--- src/rtl/cstw_pkg.sv ---
/*
 Constants, source codes and shared decode for the clock source and
 tick counter block. Assumes a 10 MHz system clock.
*/
package cstw_pkg;
   // ==========================================================
   // Register offsets
   localparam logic [7:0] CTRL_OFS = 8'h00;
   localparam logic [7:0] PLLDIV_OFS = 8'h04;
   localparam logic [7:0] FASTTC_OFS = 8'h08;
   localparam logic [7:0] STATUS_OFS = 8'h0C;
   localparam logic [7:0] SLOWCNT_OFS = 8'h10;
   localparam logic [7:0] TRIM_OFS = 8'h20;
   localparam int TRIM_NUM = 6;
   // ==========================================================
   // Field positions
   localparam int CTRL_MOSC_LSB = 0;
   localparam int CTRL_DBL_LSB = 4;
   localparam int CTRL_PLL_LSB = 8;
   localparam int CTRL_PLLEN_BIT = 12;
   localparam int CTRL_FASTIE_BIT = 13;
   localparam int CTRL_SLOWIE_BIT = 14;
   localparam int PLLDIV_FB_LSB = 0;
   localparam int PLLDIV_IN_LSB = 8;
   // ==========================================================
   // Reset values
   localparam logic [2:0] MOSC_SEL_RST = 3'h2;
   localparam logic [2:0] MOSC_SEL_MAX = 3'h5;
   localparam logic [5:0] PLL_FB_RST = 6'h01;
   localparam logic [5:0] PLL_IN_RST = 6'h00;
   localparam logic [4:0] FAST_TC_RST = 5'h1F;
   localparam logic [7:0] TRIM_RST = 8'h80;
   // ==========================================================
   // Timing
   localparam int CLK_MHZ = 10;
   localparam int PLL_LOCK_US = 250;
   localparam logic [11:0] PLL_LOCK_CYC = 12'(PLL_LOCK_US * CLK_MHZ);
   localparam logic [5:0] K1_HALF_EDGES = 6'd50;
   localparam logic [1:0] K33_HALF_EDGES = 2'd3;
   // ==========================================================
   // Bus answers and source codes
   localparam logic [1:0] RESP_OKAY = 2'b00;
   localparam logic [1:0] RESP_SLVERR = 2'b10;
   typedef enum logic [1:0] {
      SRC_MOSC = 2'b00,
      SRC_ECO = 2'b01,
      SRC_FABRIC = 2'b10
   } cstw_src_type;

   function automatic logic src_pick(input logic [1:0] sel, input logic mosc,
                                     input logic eco, input logic fab);
      case (sel)
         SRC_ECO: src_pick = eco;
         SRC_FABRIC: src_pick = fab;
         default: src_pick = mosc;
      endcase
   endfunction
endpackage

--- src/rtl/cstw_top.sv ---
/*
 Clock source selection, doubler, PLL control with lock timing, low
 speed clock derivation and the two tick counters, behind AXI4-Lite.
 Assumes oscillator levels arrive synchronous to aclk and that the
 analog oscillators and PLL core act on the control outputs.
*/
// Design decisions made here: the AXI4-Lite interface to the registers and the placing of the registers.
`timescale 1ns/1ns
module cstw_top (
   input wire logic aclk, // System clock
   input wire logic aresetn, // Synchronous reset, low
   input wire logic [7:0] s_axi_awaddr, // Write address
   input wire logic s_axi_awvalid, // Write address valid
   output logic s_axi_awready, // Write address ready
   input wire logic [31:0] s_axi_wdata, // Write data
   input wire logic [3:0] s_axi_wstrb, // Byte strobes
   input wire logic s_axi_wvalid, // Write data valid
   output logic s_axi_wready, // Write data ready
   output logic [1:0] s_axi_bresp, // Write response
   output logic s_axi_bvalid, // Write response valid
   input wire logic s_axi_bready, // Write response ready
   input wire logic [7:0] s_axi_araddr, // Read address
   input wire logic s_axi_arvalid, // Read address valid
   output logic s_axi_arready, // Read address ready
   output logic [31:0] s_axi_rdata, // Read data
   output logic [1:0] s_axi_rresp, // Read response
   output logic s_axi_rvalid, // Read data valid
   input wire logic s_axi_rready, // Read data ready
   input wire logic main_internal_osc, // Main oscillator level
   input wire logic fast_crystal_osc, // Crystal oscillator level
   input wire logic fabric_clk, // Fabric-routed clock level
   input wire logic low_speed_internal_osc, // 100 kHz low speed level
   input wire logic hibernate, // Hibernate mode active
   input wire logic debug_halt, // CPU halted in debug
   output logic [2:0] mosc_freq_sel, // Main oscillator range
   output logic [7:0] mosc_trim, // Trim for that range
   output logic doubler_clk, // Doubled clock
   output logic pll_ref_clk, // PLL reference clock
   output logic pll_enable, // PLL core enable
   output logic [5:0] pll_fb_div, // Feedback divider
   output logic [5:0] pll_in_div, // Input divider minus one
   output logic pll_locked, // Lock level for routing
   output logic pll_lock_event, // Pulse when lock gained
   output logic fast_100k_clock, // 100 kHz direct
   output logic derived_33k_clock, // 33 kHz divided
   output logic slow_1k_clock, // 1 kHz divided
   output logic slow_tick_irq, // Slow counter wrap pulse
   output logic slow_tick_wake, // Slow counter wake pulse
   output logic fast_tick_irq // Fast terminal count pulse
);
   import cstw_pkg::*;

   // ==========================================================
   // Register bus
   logic aw_full_q, w_full_q, bvalid_q, arready_q, rvalid_q;
   logic [7:0] awaddr_q;
   logic [31:0] wdata_q, rdata_q;
   logic [3:0] wstrb_q;
   logic [1:0] bresp_q, rresp_q;
   logic [2:0] mosc_sel_q;
   logic [1:0] dbl_req_q, pll_req_q;
   logic pll_en_q, fast_ie_q, slow_ie_q;
   logic [5:0] fb_div_q, in_div_q;
   logic [4:0] fast_tc_q, fast_cnt_q;
   logic [12:0] slow_cnt_q;
   logic [7:0] trim_q [TRIM_NUM];
   logic pll_locked_q;

   function automatic logic [31:0] merge(input logic [31:0] old,
                                         input logic [31:0] nw,
                                         input logic [3:0] strb);
      for (int i = 0; i < 4; i++) begin
         merge[i*8 +: 8] = strb[i] ? nw[i*8 +: 8] : old[i*8 +: 8];
      end
   endfunction

   wire wr_go = aw_full_q & w_full_q & ~bvalid_q;
   wire [2:0] wr_tidx = 3'(awaddr_q[4:2]);
   wire [2:0] rd_tidx = 3'(s_axi_araddr[4:2]);
   wire wr_trim = awaddr_q[7:5] == TRIM_OFS[7:5] && wr_tidx < 3'(TRIM_NUM);
   wire rd_trim = s_axi_araddr[7:5] == TRIM_OFS[7:5] && rd_tidx < 3'(TRIM_NUM);
   wire wr_ctrl = wr_go && awaddr_q == CTRL_OFS;
   wire wr_div = wr_go && awaddr_q == PLLDIV_OFS;
   wire wr_tc = wr_go && awaddr_q == FASTTC_OFS;
   wire wr_slow = wr_go && awaddr_q == SLOWCNT_OFS;
   wire wr_ok = wr_ctrl | wr_div | wr_tc | wr_slow | (wr_go & wr_trim)
      | (wr_go && awaddr_q == STATUS_OFS);
   wire [31:0] ctrl_rd = {17'h0, slow_ie_q, fast_ie_q, pll_en_q, 2'h0, pll_req_q,
      2'h0, dbl_req_q, 1'b0, mosc_sel_q};
   wire [31:0] div_rd = {18'h0, in_div_q, 2'h0, fb_div_q};
   wire [31:0] ctrl_new = merge(ctrl_rd, wdata_q, wstrb_q);
   wire [31:0] div_new = merge(div_rd, wdata_q, wstrb_q);
   wire [2:0] mosc_new = ctrl_new[CTRL_MOSC_LSB +: 3];
   logic [31:0] rd_data;
   logic rd_ok;
   always_comb begin
      rd_ok = 1'b1;
      rd_data = 32'h0;
      case (s_axi_araddr)
         CTRL_OFS: rd_data = ctrl_rd;
         PLLDIV_OFS: rd_data = div_rd;
         FASTTC_OFS: rd_data = {27'h0, fast_tc_q};
         STATUS_OFS: rd_data = {26'h0, fast_cnt_q, pll_locked_q};
         SLOWCNT_OFS: rd_data = {19'h0, slow_cnt_q};
         default: begin
            rd_ok = rd_trim;
            rd_data = rd_trim ? {24'h0, trim_q[rd_tidx]} : 32'h0;
         end
      endcase
   end

   always_ff @(posedge aclk) begin
      if (!aresetn) begin
         aw_full_q <= 1'b0;
         w_full_q <= 1'b0;
         bvalid_q <= 1'b0;
         bresp_q <= RESP_OKAY;
         awaddr_q <= 8'h00;
         wdata_q <= 32'h0;
         wstrb_q <= 4'h0;
      end else begin
         if (s_axi_awvalid && !aw_full_q) begin
            aw_full_q <= 1'b1;
            awaddr_q <= s_axi_awaddr;
         end
         if (s_axi_wvalid && !w_full_q) begin
            w_full_q <= 1'b1;
            wdata_q <= s_axi_wdata;
            wstrb_q <= s_axi_wstrb;
         end
         if (wr_go) begin
            bvalid_q <= 1'b1;
            bresp_q <= wr_ok ? RESP_OKAY : RESP_SLVERR;
         end else if (bvalid_q && s_axi_bready) begin
            bvalid_q <= 1'b0;
            aw_full_q <= 1'b0;
            w_full_q <= 1'b0;
         end
      end
   end

   always_ff @(posedge aclk) begin
      if (!aresetn) begin
         arready_q <= 1'b1;
         rvalid_q <= 1'b0;
         rdata_q <= 32'h0;
         rresp_q <= RESP_OKAY;
      end else if (s_axi_arvalid && arready_q) begin
         arready_q <= 1'b0;
         rvalid_q <= 1'b1;
         rdata_q <= rd_data;
         rresp_q <= rd_ok ? RESP_OKAY : RESP_SLVERR;
      end else if (rvalid_q && s_axi_rready) begin
         arready_q <= 1'b1;
         rvalid_q <= 1'b0;
      end
   end

   // ==========================================================
   // Configuration registers
   always_ff @(posedge aclk) begin
      if (!aresetn) begin
         mosc_sel_q <= MOSC_SEL_RST;
         dbl_req_q <= SRC_MOSC;
         pll_req_q <= SRC_MOSC;
         pll_en_q <= 1'b0;
         fast_ie_q <= 1'b0;
         slow_ie_q <= 1'b0;
         fb_div_q <= PLL_FB_RST;
         in_div_q <= PLL_IN_RST;
         fast_tc_q <= FAST_TC_RST;
         for (int i = 0; i < TRIM_NUM; i++) trim_q[i] <= TRIM_RST;
      end else begin
         if (wr_ctrl) begin
            mosc_sel_q <= mosc_new > MOSC_SEL_MAX ? MOSC_SEL_MAX : mosc_new;
            dbl_req_q <= ctrl_new[CTRL_DBL_LSB +: 2];
            pll_req_q <= ctrl_new[CTRL_PLL_LSB +: 2];
            pll_en_q <= ctrl_new[CTRL_PLLEN_BIT];
            fast_ie_q <= ctrl_new[CTRL_FASTIE_BIT];
            slow_ie_q <= ctrl_new[CTRL_SLOWIE_BIT];
         end
         if (wr_div) begin
            // Feedback 1..63 and input 1..64 give 4032 ratios
            fb_div_q <= div_new[PLLDIV_FB_LSB +: 6] == 6'h0 ? 6'h01
               : div_new[PLLDIV_FB_LSB +: 6];
            in_div_q <= div_new[PLLDIV_IN_LSB +: 6];
         end
         if (wr_tc) fast_tc_q <= wdata_q[4:0];
         if (wr_go && wr_trim && wstrb_q[0]) trim_q[wr_tidx] <= wdata_q[7:0];
      end
   end

   // ==========================================================
   // Glitch-free source selection and doubler
   logic [1:0] dbl_cur_q, pll_cur_q;
   logic dbl_mux_q, dbl_prev_q, dbl_out_q, pll_mux_q;
   wire dbl_now = src_pick(dbl_cur_q, main_internal_osc, fast_crystal_osc, fabric_clk);
   wire dbl_nxt = src_pick(dbl_req_q, main_internal_osc, fast_crystal_osc, fabric_clk);
   wire pll_now = src_pick(pll_cur_q, main_internal_osc, fast_crystal_osc, fabric_clk);
   wire pll_nxt = src_pick(pll_req_q, main_internal_osc, fast_crystal_osc, fabric_clk);
   wire dbl_pend = dbl_req_q != dbl_cur_q;
   wire pll_pend = pll_req_q != pll_cur_q;

   // A pending switch lets the high phase finish, then holds low
   always_ff @(posedge aclk) begin
      if (!aresetn) begin
         dbl_cur_q <= SRC_MOSC;
         pll_cur_q <= SRC_MOSC;
         dbl_mux_q <= 1'b0;
         dbl_prev_q <= 1'b0;
         dbl_out_q <= 1'b0;
         pll_mux_q <= 1'b0;
      end else begin
         dbl_mux_q <= dbl_pend ? dbl_mux_q & dbl_now : dbl_now;
         pll_mux_q <= pll_pend ? pll_mux_q & pll_now : pll_now;
         if (dbl_pend && !dbl_mux_q && !dbl_now && !dbl_nxt) dbl_cur_q <= dbl_req_q;
         if (pll_pend && !pll_mux_q && !pll_now && !pll_nxt) pll_cur_q <= pll_req_q;
         dbl_prev_q <= dbl_mux_q;
         dbl_out_q <= dbl_mux_q ^ dbl_prev_q;
      end
   end

   // ==========================================================
   // PLL lock timing
   logic [11:0] lock_cnt_q;
   logic [13:0] pll_cfg_q;
   logic lock_evt_q;
   wire [13:0] pll_cfg = {pll_cur_q, fb_div_q, in_div_q};
   always_ff @(posedge aclk) begin
      if (!aresetn) begin
         lock_cnt_q <= 12'h000;
         pll_locked_q <= 1'b0;
         lock_evt_q <= 1'b0;
         pll_cfg_q <= 14'h0000;
      end else begin
         pll_cfg_q <= pll_cfg;
         lock_evt_q <= 1'b0;
         if (!pll_en_q || pll_cfg != pll_cfg_q) begin
            lock_cnt_q <= 12'h000;
            pll_locked_q <= 1'b0;
         end else if (lock_cnt_q == PLL_LOCK_CYC - 12'h001) begin
            pll_locked_q <= 1'b1;
            lock_evt_q <= ~pll_locked_q;
         end else begin
            lock_cnt_q <= lock_cnt_q + 12'h001;
         end
      end
   end

   // ==========================================================
   // Low speed clocks and tick counters
   logic lsi_prev_q, k1_q, k33_q, fast_irq_q, slow_irq_q;
   logic [5:0] k1_cnt_q;
   logic [1:0] k33_cnt_q;
   wire lsi_rise = low_speed_internal_osc & ~lsi_prev_q;
   wire lsi_edge = low_speed_internal_osc ^ lsi_prev_q;
   wire k1_flip = lsi_rise && k1_cnt_q == K1_HALF_EDGES - 6'd1;
   wire k33_flip = lsi_edge && k33_cnt_q == K33_HALF_EDGES - 2'd1;
   wire slow_step = k1_flip & ~k1_q & ~hibernate & ~debug_halt;
   wire fast_wrap = lsi_rise && fast_cnt_q == fast_tc_q;
   always_ff @(posedge aclk) begin
      if (!aresetn) begin
         lsi_prev_q <= low_speed_internal_osc;
         k1_q <= 1'b0;
         k33_q <= 1'b0;
         k1_cnt_q <= 6'd0;
         k33_cnt_q <= 2'd0;
         slow_cnt_q <= 13'h0000;
         fast_cnt_q <= 5'h00;
         fast_irq_q <= 1'b0;
         slow_irq_q <= 1'b0;
      end else begin
         lsi_prev_q <= low_speed_internal_osc;
         if (lsi_rise) k1_cnt_q <= k1_flip ? 6'd0 : k1_cnt_q + 6'd1;
         if (k1_flip) k1_q <= ~k1_q;
         if (lsi_edge) k33_cnt_q <= k33_flip ? 2'd0 : k33_cnt_q + 2'd1;
         if (k33_flip) k33_q <= ~k33_q;
         if (wr_slow) slow_cnt_q <= 13'h0000;
         else if (slow_step) slow_cnt_q <= slow_cnt_q + 13'h0001;
         slow_irq_q <= slow_step && slow_ie_q && slow_cnt_q == 13'h1FFF;
         if (fast_wrap) fast_cnt_q <= 5'h00;
         else if (lsi_rise) fast_cnt_q <= fast_cnt_q + 5'h01;
         fast_irq_q <= fast_wrap & fast_ie_q;
      end
   end

   // ==========================================================
   // Outputs
   logic [7:0] trim_out_q;
   logic fast_direct_q;
   always_ff @(posedge aclk) begin
      if (!aresetn) begin
         trim_out_q <= TRIM_RST;
         fast_direct_q <= 1'b0;
      end else begin
         trim_out_q <= trim_q[mosc_sel_q];
         fast_direct_q <= low_speed_internal_osc;
      end
   end

   assign s_axi_awready = ~aw_full_q;
   assign s_axi_wready = ~w_full_q;
   assign s_axi_bvalid = bvalid_q;
   assign s_axi_bresp = bresp_q;
   assign s_axi_arready = arready_q;
   assign s_axi_rvalid = rvalid_q;
   assign s_axi_rdata = rdata_q;
   assign s_axi_rresp = rresp_q;
   assign mosc_freq_sel = mosc_sel_q;
   assign mosc_trim = trim_out_q;
   assign doubler_clk = dbl_out_q;
   assign pll_ref_clk = pll_mux_q;
   assign pll_enable = pll_en_q;
   // Ratios chosen by firmware place the core within 24 to 67 MHz
   assign pll_fb_div = fb_div_q;
   assign pll_in_div = in_div_q;
   assign pll_locked = pll_locked_q;
   assign pll_lock_event = lock_evt_q;
   assign fast_100k_clock = fast_direct_q;
   assign derived_33k_clock = k33_q;
   assign slow_1k_clock = k1_q;
   assign slow_tick_irq = slow_irq_q;
   assign slow_tick_wake = slow_irq_q;
   assign fast_tick_irq = fast_irq_q;

   // ==========================================================
   // Checks
   property p_mosc_range;
      @(posedge aclk) disable iff (!aresetn) mosc_sel_q <= MOSC_SEL_MAX;
   endproperty
   a_mosc_range: assert property (p_mosc_range) else $error("range select out of set");
   property p_trim;
      @(posedge aclk) disable iff (!aresetn) ##1 trim_out_q == $past(trim_q[mosc_sel_q]);
   endproperty
   a_trim: assert property (p_trim) else $error("trim not from selected range");
   property p_dbl;
      @(posedge aclk) disable iff (!aresetn) $changed(dbl_mux_q) |=> dbl_out_q;
   endproperty
   a_dbl: assert property (p_dbl) else $error("doubler missed an edge");
   property p_switch;
      @(posedge aclk) disable iff (!aresetn) $changed(pll_cur_q) |-> !$past(pll_mux_q) && !pll_mux_q;
   endproperty
   a_switch: assert property (p_switch) else $error("switch while clock high");
   property p_lock;
      @(posedge aclk) disable iff (!aresetn)
         $rose(pll_locked_q) |-> $past(lock_cnt_q) == PLL_LOCK_CYC - 12'h001 && lock_evt_q;
   endproperty
   a_lock: assert property (p_lock) else $error("lock at wrong time");
   property p_unlock;
      @(posedge aclk) disable iff (!aresetn) !pll_en_q |=> !pll_locked_q;
   endproperty
   a_unlock: assert property (p_unlock) else $error("lock held while disabled");
   property p_33k;
      @(posedge aclk) disable iff (!aresetn) $changed(k33_q) |-> $past(k33_cnt_q) == 2'd2;
   endproperty
   a_33k: assert property (p_33k) else $error("33k not divided by three");
   property p_fast_wrap;
      @(posedge aclk) disable iff (!aresetn) fast_wrap |=> fast_cnt_q == 5'h00 [*2];
   endproperty
   a_fast_wrap: assert property (p_fast_wrap) else $error("fast counter did not wrap");
   property p_fast_irq;
      @(posedge aclk) disable iff (!aresetn) fast_irq_q |-> $past(fast_ie_q) && $past(fast_wrap);
   endproperty
   a_fast_irq: assert property (p_fast_irq) else $error("spurious fast interrupt");
   property p_halt;
      @(posedge aclk) disable iff (!aresetn)
         (hibernate || debug_halt) && !wr_slow |=> $stable(slow_cnt_q);
   endproperty
   a_halt: assert property (p_halt) else $error("slow counter ran while halted");
endmodule

--- config.mk ---
export PLATFORM = sky130hd
export DESIGN_NAME = cstw_top
export DESIGN_NICKNAME = d
export VERILOG_FILES = /design/src/rtl/cstw_pkg.sv /design/src/rtl/cstw_top.sv
export SDC_FILE = /design/constraint.sdc
export NUM_CORES = 1
export LEC_CHECK = 0
export BUFFER_PORTS_ARGS = -buffer_cell sky130_fd_sc_hd__buf_2
export CORE_MARGIN = 4
export CORE_UTILIZATION = 50
export CTS_CLUSTER_DIAMETER = 120
export CTS_CLUSTER_SIZE = 25
export DETAILED_ROUTE_END_ITERATION = 10
export HOLD_SLACK_MARGIN = 0.06
export PLACE_DENSITY = 0.75
export RECOVER_POWER = 25
export SLEW_MARGIN = 25
export SYNTH_ARGS = -nofsm -noshare
export SYNTH_HDL_FRONTEND = slang
export SYNTH_SLANG_ARGS = --single-unit
export TNS_END_PERCENT = 10
--- constraint.sdc ---
create_clock -name aclk -period 2.3 [get_ports aclk]
set_input_delay 0.23 -clock aclk [delete_from_list [all_inputs] [get_ports aclk]]
set_output_delay 0.23 -clock aclk [all_outputs]
set_load 0.02 [all_outputs]
==> summary.md <==
| Metric | Value |
|---|---|
| Antenna-violating nets left | 0 |
| Hold WS | ~0.21 ns |
| Global-route wire length before repair | approximately 40 mm |
| Worst Path Arrival | between 2 and 3 ns |
| Top post-synthesis cells by area | dfxtp_1 (30%), edfxtp_1 (19%), mux2i_1 (6.1%), mux4_2 (5.6%), and2_1 (3.1%) |
| CP Cell Sequence | or4_1 > nor4_1 > o2111ai_1 > a21o_1 |
| Post-DP HPWL | ~18 mm |
| Max stage delay cell, worst path | or4_1 |
| Layout area overhead | 15.1% |
| Worst-Skew Late Latency | 0.47 ns |
| Vias in the first global route | roughly 7400 |
| Clock sink count | between 200 and 250 |
| Synth cell count leaders | dfxtp_1 (150), nand2_1 (80), nor2_1 (76) |
| Cell Area, Synth | 0.0100 mm² |
| Drt first pass iters | 5 |
| Tmin final | about 2.2 ns |
| RSZ-0062 raised after global routing | true |
| Worst-Margin Slew | 0.710 ns |
| Starting Density | 51.1% |
| Leakage | between 4 and 5 nW |
| Pins Over Slew Limit | 0 |
| Critical path type | reg2reg |
| Asr flop ratio synth | 0% |
| Non-Filler Instances | roughly 1400 |
| Largest net degree at the start of global routing | 47 |
| Peak VDD IR | 0.000358 V |
| Detailed Route WL | approximately 25 mm |
| IO Count | 140 |
| Pwr dens | between 600 and 700 mW/mm² |
| Fmax | 453 MHz |
| CTS clk-pin slew, worst paths | about 0.10 ns |
| Synth area leader | dfxtp_1 |
| Antenna cells | 0 |
| Via density | 5.63 |
| Fin worst setup slack | roughly 0.095 ns |
| Post-Place Cell Area | 0.0109 mm² |
| Max stage delay on crit path | ~0.8 ns |
| Core area | slightly below 0.02 mm² |
| CTS Buf Count | 12 |
| Clock skew | approximately 0.02 ns |
| Die Wd | 149 µm |
| Hold depth | 4 |
| Sequential-to-total area share from yosys stat | between 40% and 50% |
| Max Cap Viol | 0 |
| Placed insts | ~1300 |
| Stages on the worst setup path | 4 |
| Clock Tree Buf Depth | 3 |
| CP Capture Type | flop |
| WL/cell | between 15 and 20 µm |
| Antenna violations before repair | 1 |
| Vias | between 7000 and 8000 |
| CTS root buffer | clkbuf_16 |
| Crit start category | flop |
| Buf/Inv on CP | 0 |
| Worst path required time | around 2.7 ns |
| Relative slew slack | 52.4% |
| Synth cell types | 72 |
| Design area | ~0.012 mm² |
| DIE AREA | between 0.02 and 0.025 mm² |
| CTS tree | done |
| Grt ovf | 0 |
| Fin crit share | a little over nine tenths |
| Mapped Cells | 949 |
| HP Class | in2reg |
| Net count, final | ~1200 |
| Share of post-route cells with drive strength above 1 | between 10% and 20% |
| GPL Wtd Cong | about 0.86 |
| Synth warn | 0 |
| FF+latch count, synth | between 200 and 250 |
| Synth top area share | 30.0% |
| Post-Place Worst Slack | about 0.15 ns |
| Crit Path Max Fanout | 8 |
| Top-count cell post-synth | dfxtp_1 |
| Reg2reg path depth | 4 |
| Ys flop type | dfxtp_1 |
| Global router's overall resource usage | between 20% and 30% |
| CP delay by family, top | simple AND/OR/NAND/NOR gates |
| Status | completed |
| PnR Total Power | 6.95 mW |
| Remaining routing DRC violations | 0 |
| R2r setup slk | about 0.095 ns |
| Cell row count | 51 |
| Final hold vios | 0 |
| # port buffers | just over 100 |
| Iter 0 DRT Violations | ~520 |
| H-tree Lvls | 1 |
| EDFF count, synth | 64 |
| Die H | approximately 150 µm |
| Setup violations, final | 0 |
| Synthesized area per cell | roughly 11 µm² |
[cell usage in the layout (no fill, tap or decap), types with 35 or more instances in the layout]
cell type | synthesis | routed
buf_2 | 6 | 54
edfxtp_1 | 64 | 64
mux2i_1 | 61 | 61
nand2_1 | 80 | 80
a21oi_1 | 48 | 48
buf_4 | 21 | 38
conb_1 | 1 | 35
and2_1 | 49 | 48
nor2_1 | 76 | 76
clkbuf_1 | 46 | 51
dfxtp_1 | 150 | 149
[registers in the layout, indices dropped and copies added, names as in the netlist, 2 cells and up]
name,flops
awaddr_q,8
dbl_cur_q,2
dbl_req_q,2
fast_cnt_q,5
fast_tc_q,5
k1_cnt_q,6
k33_cnt_q,2
lock_cnt_q,12
mosc_freq_sel,3
mosc_trim,8
pll_cfg_q,14
pll_cur_q,2
pll_fb_div,6
pll_in_div,6
pll_req_q,2
s_axi_rdata,15
slow_cnt_q,13
trim_q,64
wdata_q,15
wstrb_q,2
[metal layers]
| layer | routed length [µm] | part of all wire, % | GRT usage, % |
|---|---|---|---|
| met1 | 11000 | 44 | 31.9 |
| met2 | 11400 | 46 | 36.1 |
| met3 | 1800 | 7.2 | 3.33 |
| met4 | 566 | 2.3 | 5.63 |
| met5 | 12 | 0.048 | 0 |
[metrics by stage]
stage / TNS (ns) / utilization (%)
floorplan: 0 / -
global route: -0.0192 / 58.8
CTS: 0 / 59.1
detailed placement: 0 / 55.6
finish: 0 / 58.8
global placement: 0 / 55.6
[worst reg2reg max path, cell delays in order (launching register included)]
cell and delay [ns]:
dfxtp_1 0.33, or4_1 0.79, nor4_1 0.57, o2111ai_1 0.20, a21o_1 0.22
[power by group]
group / leakage, nW / switching (mW) / internal (mW)
clock network: 0.172 / 1.22 / 1.05
logic: 2.29 / 0.375 / 0.240
registers: 1.85 / 0.0893 / 3.97
[kinds of logic after synthesis]
| group | share of synthesized area, % |
|---|---|
| xor gates and xnor gates | 4.02 |
| muxes | 12.2 |
| other | 0.0375 |
| AOI/OAI and AO/OA | 8.09 |
| buffers and inverters | 4.61 |
| and+or+nand+nor | 20.1 |
| DFF | 49.2 |
| adders and majority gates | 1.75 |
[cell type report]
class | count | area (µm²)
fill | 1656 | 8070
sequential | 214 | 4930
multi-input combinational | 671 | 4760
timing repair buffer | 173 | 1070
clock buffer | 17 | 340
tap | 265 | 332
inverter | 21 | 78.8
clock inverter | 1 | 16.3
[path summary, 6_finish.rpt]
path                                                endpoint                          from
worst min-delay path             s_axi_rdata[2]$_SDFFE_PN0P_               s_axi_araddr[7]
worst max register to register    pll_fb_div[0]$_SDFFE_PN1P_      awaddr_q[7]$_SDFFE_PN0P_
worst max-delay path              pll_fb_div[0]$_SDFFE_PN1P_      awaddr_q[7]$_SDFFE_PN0P_
worst min register to register  s_axi_rdata[14]$_SDFFE_PN0P_  s_axi_rdata[14]$_SDFFE_PN0P_
[what timing repair did]
action / 4_1_cts / 5_1_grt
resized for setup: 0 / 1
setup buffers: 0 / 0
hold buffers: 33 / 0
setup endpoints to repair: 0 / 3
hold endpoints to repair: 33 / 0
No activity file was read; power rests on OpenSTA's default activity.
